## src/design/ppss_pkg.sv

```systemverilog
// package for the peripheral pin share select block
// ****************************************************************
// ****************************************************************
package ppss_pkg;

  localparam int  GPIO_HI_W   = 7;
  localparam int  GPIO_LO_W   = 9;
  localparam logic [1:0] STRAP_RST = 2'h0;
  localparam logic [1:0] GAP_CYCLES = 2'h1;

  typedef struct packed {
    logic host_en;
    logic pci_en;
    logic prom_en;
    logic sp2_en;
    logic sp1_en;
    logic cell_en;
    logic always_en;
    logic autoinit_go;
  } ppss_en_t;

  typedef enum logic [1:0] {
    PPSS_SP2  = 2'b00,
    PPSS_GAP  = 2'b01,
    PPSS_PROM = 2'b10
  } ppss_state_t;

endpackage : ppss_pkg

```

## src/design/ppss_top.sv

```systemverilog
// pin ownership selection for shared peripheral pins
`timescale 1ns/1ps
`default_nettype none
module ppss_top
  import ppss_pkg::*;
(
  // clock and reset
  input  wire logic                 clock_in,
  input  wire logic                 nrst_in,
  // straps and selects
  input  wire logic                 cell_select_strap_pin_in,
  input  wire logic                 pci_select_in,
  input  wire logic                 serial_port2_select_input_in,
  input  wire logic                 autoinit_strap_pin_in,
  // software gpio configuration for upper pins
  input  wire logic [GPIO_HI_W-1:0] gpio_pin_enable_bit_in,
  input  wire logic [GPIO_HI_W-1:0] gpio_pin_direction_bit_in,
  // owner enables
  output var  ppss_en_t             en_out,
  output logic [GPIO_HI_W-1:0]      gpio_hi_oe_out,
  output logic                      cell_standalone_oe_out,
  output logic                      sp1_standalone_oe_out,
  output logic                      pci_standalone_oe_out
);

  // ****************************************************************
  // strap capture
  // ****************************************************************
  logic       strap_done_q;
  logic       cell_sel_q;
  logic       pci_sel_q;
  logic       sp2_sel_rst_q;
  logic       autoinit_q;
  logic       sp2_sel_q;
  logic [1:0] gap_q;
  ppss_state_t state_q;
  ppss_state_t state_d;
  ppss_en_t    en_d;

  // straps taken on the first edge after reset release
  always_ff @(posedge clock_in or negedge nrst_in) begin
    if (!nrst_in) begin
      strap_done_q  <= 1'b0;
      cell_sel_q    <= STRAP_RST[0];
      pci_sel_q     <= STRAP_RST[0];
      sp2_sel_rst_q <= STRAP_RST[0];
      autoinit_q    <= STRAP_RST[0];
    end else if (!strap_done_q) begin
      strap_done_q  <= 1'b1;
      cell_sel_q    <= cell_select_strap_pin_in;
      pci_sel_q     <= pci_select_in;
      sp2_sel_rst_q <= serial_port2_select_input_in;
      autoinit_q    <= autoinit_strap_pin_in;
    end
  end

  // ****************************************************************
  // serial port 2 / prom ownership
  // ****************************************************************
  wire prom_req = pci_sel_q & ~sp2_sel_q;

  always_ff @(posedge clock_in or negedge nrst_in) begin
    if (!nrst_in) begin
      sp2_sel_q <= 1'b1;
    end else if (!strap_done_q) begin
      sp2_sel_q <= serial_port2_select_input_in;
    end else begin
      sp2_sel_q <= serial_port2_select_input_in;
    end
  end

  // two dead cycles between owners
  always_comb begin
    state_d = state_q;
    case (state_q)
      PPSS_SP2:  if (prom_req) state_d = PPSS_GAP;
      PPSS_GAP:  if (gap_q == GAP_CYCLES)
                   state_d = prom_req ? PPSS_PROM : PPSS_SP2;
      PPSS_PROM: if (!prom_req) state_d = PPSS_GAP;
      default:   state_d = PPSS_SP2;
    endcase
  end

  always_ff @(posedge clock_in or negedge nrst_in) begin
    if (!nrst_in) begin
      state_q <= PPSS_GAP;
      gap_q   <= 2'h0;
    end else begin
      state_q <= state_d;
      gap_q   <= (state_q == PPSS_GAP && strap_done_q) ?
                 gap_q + 2'h1 : 2'h0;
    end
  end

  // ****************************************************************
  // enables
  // ****************************************************************
  wire ready = strap_done_q;
  always_comb begin
    en_d.host_en     = ready & ~pci_sel_q;
    en_d.pci_en      = ready & pci_sel_q;
    en_d.sp2_en      = ready & (state_q == PPSS_SP2);
    en_d.prom_en     = ready & (state_q == PPSS_PROM);
    en_d.sp1_en      = ready & ~cell_sel_q;
    en_d.cell_en     = ready & cell_sel_q;
    en_d.always_en   = 1'b1;
    en_d.autoinit_go = ready & pci_sel_q & ~sp2_sel_rst_q
                       & autoinit_q;
  end

  always_ff @(posedge clock_in or negedge nrst_in) begin
    if (!nrst_in) begin
      en_out                 <= '0;
      gpio_hi_oe_out         <= '0;
      cell_standalone_oe_out <= 1'b0;
      sp1_standalone_oe_out  <= 1'b0;
      pci_standalone_oe_out  <= 1'b0;
    end else begin
      en_out                 <= en_d;
      gpio_hi_oe_out         <= {GPIO_HI_W{en_d.host_en}} &
                                gpio_pin_enable_bit_in &
                                gpio_pin_direction_bit_in;
      cell_standalone_oe_out <= en_d.cell_en;
      sp1_standalone_oe_out  <= en_d.sp1_en;
      pci_standalone_oe_out  <= en_d.pci_en;
    end
  end
endmodule : ppss_top
`default_nettype wire

```

## config.mk

```make
export PLATFORM = sky130hd
export DESIGN_NAME = ppss_top
export DESIGN_NICKNAME = d
export VERILOG_FILES = /design/src/design/ppss_pkg.sv /design/src/design/ppss_top.sv
export SDC_FILE = /design/constraint.sdc
export NUM_CORES = 1
export LEC_CHECK = 0
export ABC_AREA = 1
export BUFFER_PORTS_ARGS = -buffer_cell sky130_fd_sc_hd__buf_4
export CAP_MARGIN = 20
export CORE_MARGIN = 3
export CORE_UTILIZATION = 40
export DETAILED_ROUTE_END_ITERATION = 7
export GPL_TIMING_DRIVEN = 0
export PLACE_DENSITY = 0.72
export SKIP_LAST_GASP = 1
export SLEW_MARGIN = 20
export SYNTH_ARGS = -nofsm -noshare
export SYNTH_HDL_FRONTEND = slang
export SYNTH_SLANG_ARGS = --single-unit
```

## constraint.sdc

```tcl
create_clock -name clock_in -period 0.8 [get_ports clock_in]
set_input_delay 0.04 -clock clock_in [delete_from_list [all_inputs] [get_ports clock_in]]
set_output_delay 0.04 -clock clock_in [all_outputs]
set_load 0.02 [all_outputs]
```

==> results of run 1 <==
-- sequential cells by signal, indices dropped and copies added (netlist names) --
register and cells:
sp2_sel_rst_q 1, en_out 4, cell_standalone_oe_out 1, pci_sel_q 1, autoinit_q 1, gpio_hi_oe_out 7
ready 1, sp1_standalone_oe_out 1, cell_sel_q 1, pci_standalone_oe_out 1, sp2_sel_q 1, state_q 2
gap_q 2
-- cells by family after synthesis --
group / count (synthesis) / synth area share
compound gates: 1 / 0.00577
fa+ha+maj: 1 / 0.0144
simple gates: 43 / 0.211
other cells: 1 / 0.00432
flops: 24 / 0.696
buf+inv: 12 / 0.0693
-- repair_timing --
action	CTS	global route
endpoints found under the setup margin	38	40
setup buffers	5	0
gates resized for setup	29	3
pin swaps	4	1
endpoints found under the hold margin	36	0
hold buffers	19	0
-- power by group through the flow --
stage / Combinational (mW) / Clock [mW] / Sequential [mW]
5_1_grt: 0.728 / 0.696 / 1.49
3_5_place_dp: 0.489 / 0 / 1.47
3_3_place_gp: 0.467 / 0 / 1.46
6_report: 0.662 / 0.619 / 1.46
4_1_cts: 0.652 / 0.647 / 1.46
2_1_floorplan: 0.210 / 0 / 1.51
-- final cells by class --
cell class,instances,area [um^2]
plain buffers,4,45.0
fillers,122,445
well taps,27,33.8
flip-flops and latches,24,604
repair buffers,61,569
multi-input cells,46,230
clock buffers,4,36.3
inverters,8,37.5
-- layer usage --
layer / share of wire / global-route usage
met5: 0 / 0
met1: 0.35 / 0.187
met2: 0.57 / 0.355
met4: 0.016 / 0.0979
met3: 0.057 / 0.0484
-- critical path: stages (launching register included) --
cell	delay (ps)
sky130_fd_sc_hd__dfrtp_1	420
sky130_fd_sc_hd__buf_6	120
sky130_fd_sc_hd__buf_6	120
-- final timing paths --
kind | from | endpoint | slack [ps] | cells after the start
max | pci_standalone_oe_out | en_out[6] | -200 | 2
min reg2reg | cell_sel_q | sp1_standalone_oe_out | 430 | 1
max in group asynchronous | nrst_in | sp2_sel_q | 360 | 2
min in group clock_in | serial_port2_select_input_in | sp2_sel_q | 390 | 2
min | nrst_in | en_out[4] | 160 | 2
max reg2reg | ready | pci_sel_q | -150 | 4
-- per-stage QoR --
stage	setup slack [ps]	utilization	hold WS (ps)	power, mW
after floorplan	-35.2	-	-256	1.72
after global placement	-153	0.590	-52.7	1.93
after detailed placement	-185	0.590	-47.9	1.96
after CTS	-213	0.774	144	2.76
after global routing	-254	0.778	171	2.91
final	-201	0.778	157	2.75
-- placed cells by master (no fill, tap or decap) --
cell type,synthesis,final
sky130_fd_sc_hd__a21oi_2,0,1
sky130_fd_sc_hd__buf_4,4,25
sky130_fd_sc_hd__buf_6,0,21
sky130_fd_sc_hd__clkbuf_4,0,3
sky130_fd_sc_hd__clkbuf_8,0,1
sky130_fd_sc_hd__conb_1,1,1
sky130_fd_sc_hd__dfrtp_1,22,21
sky130_fd_sc_hd__dfrtp_2,0,1
sky130_fd_sc_hd__dfstp_2,2,2
sky130_fd_sc_hd__dlygate4sd3_1,0,19
sky130_fd_sc_hd__ha_2,0,1
sky130_fd_sc_hd__inv_1,6,5
sky130_fd_sc_hd__inv_2,2,1
sky130_fd_sc_hd__inv_4,0,1
sky130_fd_sc_hd__inv_6,0,1
sky130_fd_sc_hd__nand2_1,22,20
sky130_fd_sc_hd__nand2_2,0,2
sky130_fd_sc_hd__nand3_1,4,2
sky130_fd_sc_hd__nand3_2,0,2
sky130_fd_sc_hd__nand3b_1,1,1
sky130_fd_sc_hd__nor2_1,13,13
sky130_fd_sc_hd__nor2_4,1,1
sky130_fd_sc_hd__nor3_1,1,1
sky130_fd_sc_hd__nor3b_2,0,1
==> flow_summary.rst, run 1 <==
.. list-table::
   :header-rows: 1

   * - Metric
     - Value
   * - Result of the run
     - complete, but fails checks
   * - Violations in the final reports
     - setup timing
   * - Global-route wire length before repair
     - 3660 um
   * - Clock transition at the registers of the reported paths
     - 120 ps
   * - Sequential cell area fraction in the yosys report
     - 0.696
   * - Clock tree from TritonCTS
     - done
   * - YS warnings
     - 0
   * - Layout cells sized above 1
     - 0.435
   * - TritonCTS Sinks
     - 24
   * - Final clock skew
     - 1.09 ps
   * - Post-synth top area share
     - 0.635
   * - Pint
     - 2.00 mW
   * - Total nets after synthesis
     - 103
   * - Number of synthesized flops with an enable pin
     - 0
   * - Total length of routed wires
     - 2090 um
   * - DRC marker count from the first detailed-route iteration
     - 2
   * - Top cell type by total area after synthesis
     - sky130_fd_sc_hd__dfrtp_1
   * - Number of rows in the core area
     - 16
   * - Flops & latches, synth
     - 24
   * - Top post-synthesis cells by count
     - sky130_fd_sc_hd__dfrtp_1 (22), sky130_fd_sc_hd__nand2_1 (22), sky130_fd_sc_hd__nor2_1 (13)
   * - Final Max Slew Viols
     - 0
   * - Ports placed on the boundary
     - 38
   * - Overall die height
     - 52.6 um
   * - Highest fanout seen on the critical path
     - 2
   * - Number of max-cap violations
     - 0
   * - Endpoint kind of the worst setup timing path
     - output port
   * - Power per standard cell area
     - 1760 nW/um^2
   * - Synth area leaders
     - sky130_fd_sc_hd__dfrtp_1 (63%), sky130_fd_sc_hd__nand2_1 (9.5%), sky130_fd_sc_hd__dfstp_2 (6.1%)
   * - Detailed-route vias per instance
     - 4.44
   * - Count of antenna diodes in the layout
     - 0
   * - Number of cells in the design after placement
     - 146
   * - Non-filler cells in the finished layout
     - 174
   * - Final period util
     - 1.25
   * - Post-route setup slack
     - -201 ps
   * - Final weighted congestion of routability-driven global placement
     - 0.780
   * - Std-Cell Core Area
     - 2000 um^2
   * - Maximum operating frequency
     - 999 MHz
   * - Prevailing post-synth register cell
     - sky130_fd_sc_hd__dfrtp_1
   * - Clock Latency Late Sink
     - 300 ps
   * - Total vias in the final route
     - 772
   * - Remaining DRCs
     - 0
   * - Synthesized cell area
     - 867 um^2
   * - Final count of hold timing violations
     - 0
   * - Post-route cell area
     - 1560 um^2
   * - Number of buffer cells added on primary ports
     - 37
   * - Total die area
     - 2760 um^2
   * - Unrepaired setup endpoints after global routing
     - true
   * - Relative contribution of combinational cells to total power
     - 0.241
   * - Average routed wire per standard cell
     - 12.0 um
   * - Buffers from clock root to sink, at most
     - 2
   * - Hold/Removal Path Class
     - in2async
   * - Clock network fraction of total power
     - 0.225
   * - Final TNS setup
     - -4330 ps
   * - Final #Nets
     - 169
   * - Cell Area, Placed
     - 1180 um^2
   * - Number of global-route vias before repair
     - 862
   * - Post-DRT Antenna Nets
     - 0
   * - Pin count of the biggest net entering global routing
     - 25
   * - Fraction of power spent switching nets
     - 0.273
   * - Final setup vio count
     - 40
   * - Pleak
     - 0.800 nW
   * - Critical path class
     - reg2out
   * - Effective utilization at floorplan
     - 0.433
   * - Number of buffers created by CTS
     - 3
   * - Crit path time final
     - 1000 ps
   * - Average footprint of a synthesized cell
     - 10.6 um^2
   * - Element type at the critical path start
     - register
   * - Share of flip-flops with an asynchronous set or reset after synthesis
     - 1.00
   * - Sequential power share
     - 0.533
   * - Data arrival time at the worst-slack endpoint
     - 960 ps
   * - Count of unique library cells instantiated by Yosys
     - 15
   * - Antenna violations before repair
     - 0
   * - Detailed-routing iteration count for the pre-antenna-repair pass
     - 4
   * - Switching power total
     - 0.751 mW
   * - HPWL after detailed placement
     - 1240 um
   * - H-tree depth
     - 1
   * - Data required time at the worst endpoint
     - 760 ps
   * - Total congestion overflow after global routing
     - 0
   * - Largest vdd supply drop
     - 1240 uV
   * - Overall Global Routing Usage
     - 0.190
   * - Mapped Cells
     - 82
   * - P&R area growth vs syn
     - 79.5%
   * - Die width
     - 52.6 um
   * - Root buf cell
     - sky130_fd_sc_hd__clkbuf_4
No activity file was read; power rests on OpenSTA's default activity.
==> inputs of run 2 (changes only) <==
CELL_PAD_IN_SITES_DETAIL_PLACEMENT = 1   (was default)
CELL_PAD_IN_SITES_GLOBAL_PLACEMENT = 1   (was default)
CORE_UTILIZATION = 30   (was 40)
PLACE_DENSITY = default   (was 0.72)
PLACE_DENSITY_LB_ADDON = 0.1   (was default)
==> flow_summary.rst, run 2 (synthesis results as in run 1) <==
.. list-table::
   :header-rows: 1

   * - Metric
     - Value
   * - Effective utilization at floorplan
     - 0.332 (-0.101)
   * - Endpoint of the worst-slack reg-to-reg timing path
     - gpio_hi_oe_out[5]
   * - Average routed wire per standard cell
     - 13.6 um (+13%)
   * - Number of global-route vias before repair
     - 871 (+1.0%)
   * - Largest vdd supply drop
     - 1150 uV (-7.6%)
   * - Commonest cells after routing, fill and taps aside
     - sky130_fd_sc_hd__buf_4 (26), sky130_fd_sc_hd__buf_6 (22), sky130_fd_sc_hd__dfrtp_1 (21)
   * - Remaining DRCs
     - 0 (unchanged)
   * - Post-route setup slack
     - -225 ps (-23.9 ps)
   * - Final count of hold timing violations
     - 0 (unchanged)
   * - TritonCTS Sinks
     - 24 (unchanged)
   * - Clock tree from TritonCTS
     - done
   * - Final Max Slew Viols
     - 0 (unchanged)
   * - Total stage count of the critical path
     - 2 (unchanged)
   * - Number of rows in the core area
     - 18 (+2)
   * - Overall Global Routing Usage
     - 0.157 (-0.0323)
   * - Final setup vio count
     - 40 (unchanged)
   * - Maximum operating frequency
     - 975 MHz (-2.3%)
   * - Critical path class
     - reg2out
   * - Number of buffer cells added on primary ports
     - 37 (unchanged)
   * - Global-route wire length before repair
     - 4080 um (+12%)
   * - Worst-case reg-to-reg path depth
     - 5 (+1)
   * - Delay contributed by the slowest stage of the critical path
     - 440 ps (+20 ps)
   * - Final period util
     - 1.28 (+0.0298)
   * - Number of max-cap violations
     - 0 (unchanged)
   * - Antenna violations before repair
     - 0 (unchanged)
   * - Detailed-route vias per instance
     - 4.37 (-1.4%)
   * - Final clock skew
     - 11.8 ps (+10.7 ps)
   * - Startpoint of the worst setup timing path
     - ready
   * - Total congestion overflow after global routing
     - 0 (unchanged)
   * - DRC marker count from the first detailed-route iteration
     - 5 (+3)
   * - Violations in the final reports
     - setup timing
   * - Cell class contributing the biggest share of worst-path delay
     - flip-flops
   * - Data required time at the worst endpoint
     - 760 ps (about the same)
   * - Crit path time final
     - 1030 ps (+23.9 ps)
   * - Clock Latency Late Sink
     - 310 ps (about the same)
   * - Root buf cell
     - sky130_fd_sc_hd__clkbuf_4
   * - Number of buffers created by CTS
     - 3 (unchanged)
   * - Worst setup path endpoint
     - en_out[1]
   * - Top register by number of flip-flops
     - gpio_hi_oe_out
   * - Number of buffer and inverter stages on the critical path
     - 2 (unchanged)
   * - Endpoint kind of the worst setup timing path
     - output port
   * - Critical path cell sequence
     - buf_6 -> buf_6
   * - Ports placed on the boundary
     - 38 (unchanged)
   * - Pleak
     - 0.819 nW (+2.4%)
   * - Registers with the highest flip-flop counts
     - gpio_hi_oe_out (7), en_out (4)
   * - Result of the run
     - complete, but fails checks
   * - Power per standard cell area
     - 1900 nW/um^2 (+7.9%)
   * - Clock transition at the registers of the reported paths
     - 140 ps (+20 ps)
   * - Layout cells sized above 1
     - 0.456 (+0.0210)
   * - Detailed-routing iteration count for the pre-antenna-repair pass
     - 2 (-2)
   * - Overall die height
     - 59.8 um (+14%)
   * - Hold/Removal Path Class
     - in2async
   * - Number of flip-flops under the largest register name
     - 7 (unchanged)
   * - Data arrival time at the worst-slack endpoint
     - 990 ps (+30 ps)
   * - Fill cells
     - 271 (+120%)
   * - Unrepaired setup endpoints after global routing
     - true
   * - Final weighted congestion of routability-driven global placement
     - 0.672 (-14%)
   * - Pin count of the biggest net entering global routing
     - 25 (unchanged)
   * - Post-place setup slack
     - -202 ps (-17.6 ps)
   * - Post-DRT Antenna Nets
     - 0 (unchanged)
   * - Element type at the critical path start
     - register
   * - Leading cell type in the layout, fill and taps excluded
     - sky130_fd_sc_hd__buf_4
   * - Final standard cell utilization of the core
     - 0.614 (-0.164)
   * - Std-Cell Core Area
     - 2610 um^2 (+31%)
   * - Most common cell type on the critical path
     - sky130_fd_sc_hd__buf_6
   * - P&R area growth vs syn
     - 84.8%
   * - Slowest CP cell
     - sky130_fd_sc_hd__dfrtp_2
   * - Register-to-register path setup slack
     - -170 ps (-20 ps)
   * - H-tree depth
     - 1 (unchanged)
   * - Reg-to-reg startpoint
     - ready
   * - Buffers from clock root to sink, at most
     - 2 (unchanged)
   * - Highest fanout seen on the critical path
     - 2 (unchanged)
   * - Die width
     - 59.8 um (+14%)
   * - Total die area
     - 3570 um^2 (+29%)
   * - Final #Nets
     - 171 (+1.2%)
   * - Total vias in the final route
     - 783 (+1.4%)
   * - Count of antenna diodes in the layout
     - 0 (unchanged)
   * - Total length of routed wires
     - 2430 um (+16%)
## run 2: changes by cell type in the layout (fill, tap and decap cells not counted), sizes merged
cell,previous run,this run
buf,46,48
clkbuf,4,3
bufinv,0,1
## run 2: worst min-delay path by stage
stage | slack [ps] | start | to
finish | 140 | nrst_in | en_out[4]
global placement | -40 | nrst_in | sp1_standalone_oe_out
floorplan | -260 | nrst_in | autoinit_q
detailed placement | -40 | nrst_in | sp1_standalone_oe_out
CTS | 150 | nrst_in | sp1_standalone_oe_out
global route | 140 | nrst_in | sp1_standalone_oe_out
## run 2: worst register-to-register path, stage by stage (launching register included)
cell and delay (ps):
sky130_fd_sc_hd__dfrtp_2 440, sky130_fd_sc_hd__buf_4 160, sky130_fd_sc_hd__inv_8 70, sky130_fd_sc_hd__nor2_4 40, sky130_fd_sc_hd__inv_4 100, sky130_fd_sc_hd__nor2_1 50
## run 2: routing by layer
layer | track usage | vias up | part of all wire | wire length, um
li1 | - | 374 | - | -
met1 | 0.170 | 385 | 0.35 | 854
met2 | 0.292 | 22 | 0.58 | 1420
met3 | 0.0454 | 2 | 0.055 | 133
met4 | 0.0475 | 0 | 0.0078 | 19
met5 | 0 | - | 0 | 0
## run 2: layout make-up
cell class / instances / area [um^2] / share of cell area
flip-flops and latches: 24 / 604 / 0.377
repair buffers: 63 / 588 / 0.367
multi-input cells: 46 / 235 / 0.147
plain buffers: 4 / 45.0 / 0.0281
inverters: 8 / 40.0 / 0.0250
well taps: 30 / 37.5 / 0.0234
clock inverters: 1 / 30.0 / 0.0187
clock buffers: 3 / 22.5 / 0.0141
## run 2: power breakdown
group | total, mW | internal [mW] | switching (mW) | leakage [nW]
Clock | 0.881 | 0.506 | 0.374 | 0.0279
Sequential | 1.47 | 1.35 | 0.114 | 0.309
Combinational | 0.705 | 0.393 | 0.313 | 0.482
Total | 3.05 | 2.25 | 0.801 | 0.819
## run 2: repair_timing
item	CTS	global route
hold buffers	19	0
gates resized for setup	32	4
endpoints found under the hold margin	36	0
setup buffers	7	0
pin swaps	1	0
setup endpoints to repair	38	40
## run 2: per-stage QoR
stage | power, mW | TNS [ps] | instance area, um^2 | hold slack (ps) | cells
3_3_place_gp | 1.94 | -2150 | 1180 | -43.3 | 149
4_1_cts | 3.07 | -5040 | 1590 | 150 | 179
5_1_grt | 3.21 | -6740 | 1600 | 140 | 179
3_5_place_dp | 1.97 | -2290 | 1180 | -40.6 | 149
2_1_floorplan | 1.72 | -290 | 870 | -256 | 82
6_report | 3.05 | -5050 | 1600 | 137 | 179
==> inputs of run 3 (changes only) <==
==> constraint.sdc (replaced) <==
create_clock -name clock_in -period 0.8 [get_ports clock_in]
set_input_delay 0.16 -clock clock_in [delete_from_list [all_inputs] [get_ports clock_in]]
set_output_delay 0.16 -clock clock_in [all_outputs]
set_load 0.02 [all_outputs]
==> flow_summary.rst, run 3 (synthesis results as in run 1) <==
.. list-table::
   :header-rows: 1

   * - Metric
     - Value
   * - Result of the run
     - complete, but fails checks
   * - Violations in the final reports
     - setup timing
   * - Detailed-routing iteration count for the pre-antenna-repair pass
     - 3 (+1)
   * - Std-Cell Core Area
     - 2610 um^2 (unchanged)
   * - Die width
     - 59.8 um (unchanged)
   * - TritonCTS Sinks
     - 24 (unchanged)
   * - Leading cell type in the layout, fill and taps excluded
     - sky130_fd_sc_hd__buf_4
   * - Post-place setup slack
     - -202 ps (unchanged)
   * - Final #Nets
     - 157 (-8.2%)
   * - H-tree depth
     - 1 (unchanged)
   * - Total die area
     - 3570 um^2 (unchanged)
   * - Global-route wire length before repair
     - 3290 um (-19%)
   * - Detailed-route vias per instance
     - 4.44 (+1.4%)
   * - Fill cells
     - 286 (+5.5%)
   * - Final count of hold timing violations
     - 0 (unchanged)
   * - Hold/Removal Path Class
     - in2reg
   * - Final standard cell utilization of the core
     - 0.577 (-0.0364)
   * - Number of max-cap violations
     - 0 (unchanged)
   * - Remaining DRCs
     - 0 (unchanged)
   * - DRC marker count from the first detailed-route iteration
     - 4 (-1)
   * - Final period util
     - 1.44 (+0.157)
   * - Crit path time final
     - 1150 ps (+126 ps)
   * - Ports placed on the boundary
     - 38 (unchanged)
   * - Count of antenna diodes in the layout
     - 0 (unchanged)
   * - Critical path cell sequence
     - buf_6 -> buf_6
   * - Layout cells sized above 1
     - 0.578 (+0.121)
   * - Data arrival time at the worst-slack endpoint
     - 990 ps (about the same)
   * - Commonest cells after routing, fill and taps aside
     - sky130_fd_sc_hd__buf_4 (28), sky130_fd_sc_hd__buf_6 (22), sky130_fd_sc_hd__dfrtp_1 (21)
   * - Overall Global Routing Usage
     - 0.126 (-0.0310)
   * - Buffers from clock root to sink, at most
     - 2 (unchanged)
   * - Clock transition at the registers of the reported paths
     - 140 ps (about the same)
   * - Maximum operating frequency
     - 869 MHz (-11%)
   * - Number of global-route vias before repair
     - 761 (-13%)
   * - Post-route setup slack
     - -351 ps (-126 ps)
   * - Cell class contributing the biggest share of worst-path delay
     - flip-flops
   * - Root buf cell
     - sky130_fd_sc_hd__clkbuf_4
   * - Final clock skew
     - 10.9 ps (-0.802 ps)
   * - Clock tree from TritonCTS
     - done
   * - Number of buffer cells added on primary ports
     - 37 (unchanged)
   * - Data required time at the worst endpoint
     - 640 ps (-120 ps)
   * - Number of buffer and inverter stages on the critical path
     - 2 (unchanged)
   * - Worst hold slack
     - 37.4 ps (-99.7 ps)
   * - Final setup vio count
     - 40 (unchanged)
   * - Pin count of the biggest net entering global routing
     - 25 (unchanged)
   * - Top register by number of flip-flops
     - gpio_hi_oe_out
   * - Antenna violations before repair
     - 0 (unchanged)
   * - Final weighted congestion of routability-driven global placement
     - 0.672 (unchanged)
   * - Final Max Slew Viols
     - 0 (unchanged)
   * - Average routed wire per standard cell
     - 13.1 um (-3.1%)
   * - Total congestion overflow after global routing
     - 0 (unchanged)
   * - P&R area growth vs syn
     - 73.9%
   * - Pleak
     - 0.782 nW (-4.5%)
   * - Largest vdd supply drop
     - 1380 uV (+20%)
   * - Clock Latency Late Sink
     - 320 ps (about the same)
   * - Number of buffers created by CTS
     - 3 (unchanged)
   * - Total vias in the final route
     - 732 (-6.5%)
   * - Design Power
     - 3.06 mW (+0.18%)
   * - Unrepaired setup endpoints after global routing
     - true
   * - Most common cell type on the critical path
     - sky130_fd_sc_hd__buf_6
   * - Power per standard cell area
     - 2030 nW/um^2 (+6.5%)
   * - Overall die height
     - 59.8 um (unchanged)
   * - Effective utilization at floorplan
     - 0.332 (unchanged)
   * - Slowest CP cell
     - sky130_fd_sc_hd__dfrtp_2
   * - Delay contributed by the slowest stage of the critical path
     - 440 ps (about the same)
   * - Final TNS setup
     - -9140 ps (-4090 ps)
   * - Number of rows in the core area
     - 18 (unchanged)
   * - Element type at the critical path start
     - register
   * - Number of flip-flops under the largest register name
     - 7 (unchanged)
   * - Critical path class
     - reg2out
   * - Highest fanout seen on the critical path
     - 2 (unchanged)
   * - Total length of routed wires
     - 2170 um (-11%)
   * - Endpoint kind of the worst setup timing path
     - output port
   * - Post-DRT Antenna Nets
     - 0 (unchanged)
   * - Registers with the highest flip-flop counts
     - gpio_hi_oe_out (7), en_out (4)
run 3: report_power, final:
| group | internal (mW) | switching (mW) | total [mW] |
|---|---|---|---|
| Clock | 0.507 | 0.382 | 0.889 |
| Sequential | 1.35 | 0.138 | 1.49 |
| Combinational | 0.367 | 0.310 | 0.677 |
run 3: repair_timing:
item                                    4_1_cts  5_1_grt
resized for setup                            34       18
hold buffers                                  2        0
pin swaps                                     1        2
endpoints found under the hold margin        25        0
buffers inserted                              7        4
endpoints found under the setup margin       38       40
run 3: metal layers:
layer	share of wire	up-vias	track usage
met3	0.065	2	0.0410
met2	0.55	24	0.215
met4	0.011	0	0.0570
met1	0.37	356	0.143
li1	-	350	-
met5	0	-	0
run 3: tightest hold or removal path, stage by stage:
cell and delay (ps):
sky130_fd_sc_hd__buf_4 80, sky130_fd_sc_hd__nand2_1 50, sky130_fd_sc_hd__nand2_1 50
run 3: layout make-up:
| cell class | count | area (um^2) | share of cell area |
|---|---|---|---|
| flip-flops and latches | 24 | 604 | 0.401 |
| repair buffers | 49 | 448 | 0.297 |
| multi-input cells | 46 | 275 | 0.183 |
| plain buffers | 4 | 45.0 | 0.0299 |
| inverters | 8 | 45.0 | 0.0299 |
| well taps | 30 | 37.5 | 0.0249 |
| clock inverters | 1 | 30.0 | 0.0199 |
| clock buffers | 3 | 22.5 | 0.0149 |
run 3: worst paths after layout:
check,from,endpoint,slack [ps],depth (start not counted)
min reg2reg,sp2_sel_rst_q,en_out[0],470,1
max,ready,en_out[1],-350,2
max in group asynchronous,nrst_in,sp2_sel_q,250,2
min,cell_select_strap_pin_in,cell_sel_q,40,3
min in group asynchronous,nrst_in,sp1_standalone_oe_out,250,2
max reg2reg,ready,gpio_hi_oe_out[1],-270,6
run 3: metrics by stage:
step	cells	instance area (um^2)
floorplan	82	870
global placement	149	1180
detailed placement	149	1180
CTS	162	1430
global route	165	1510
finish	165	1510
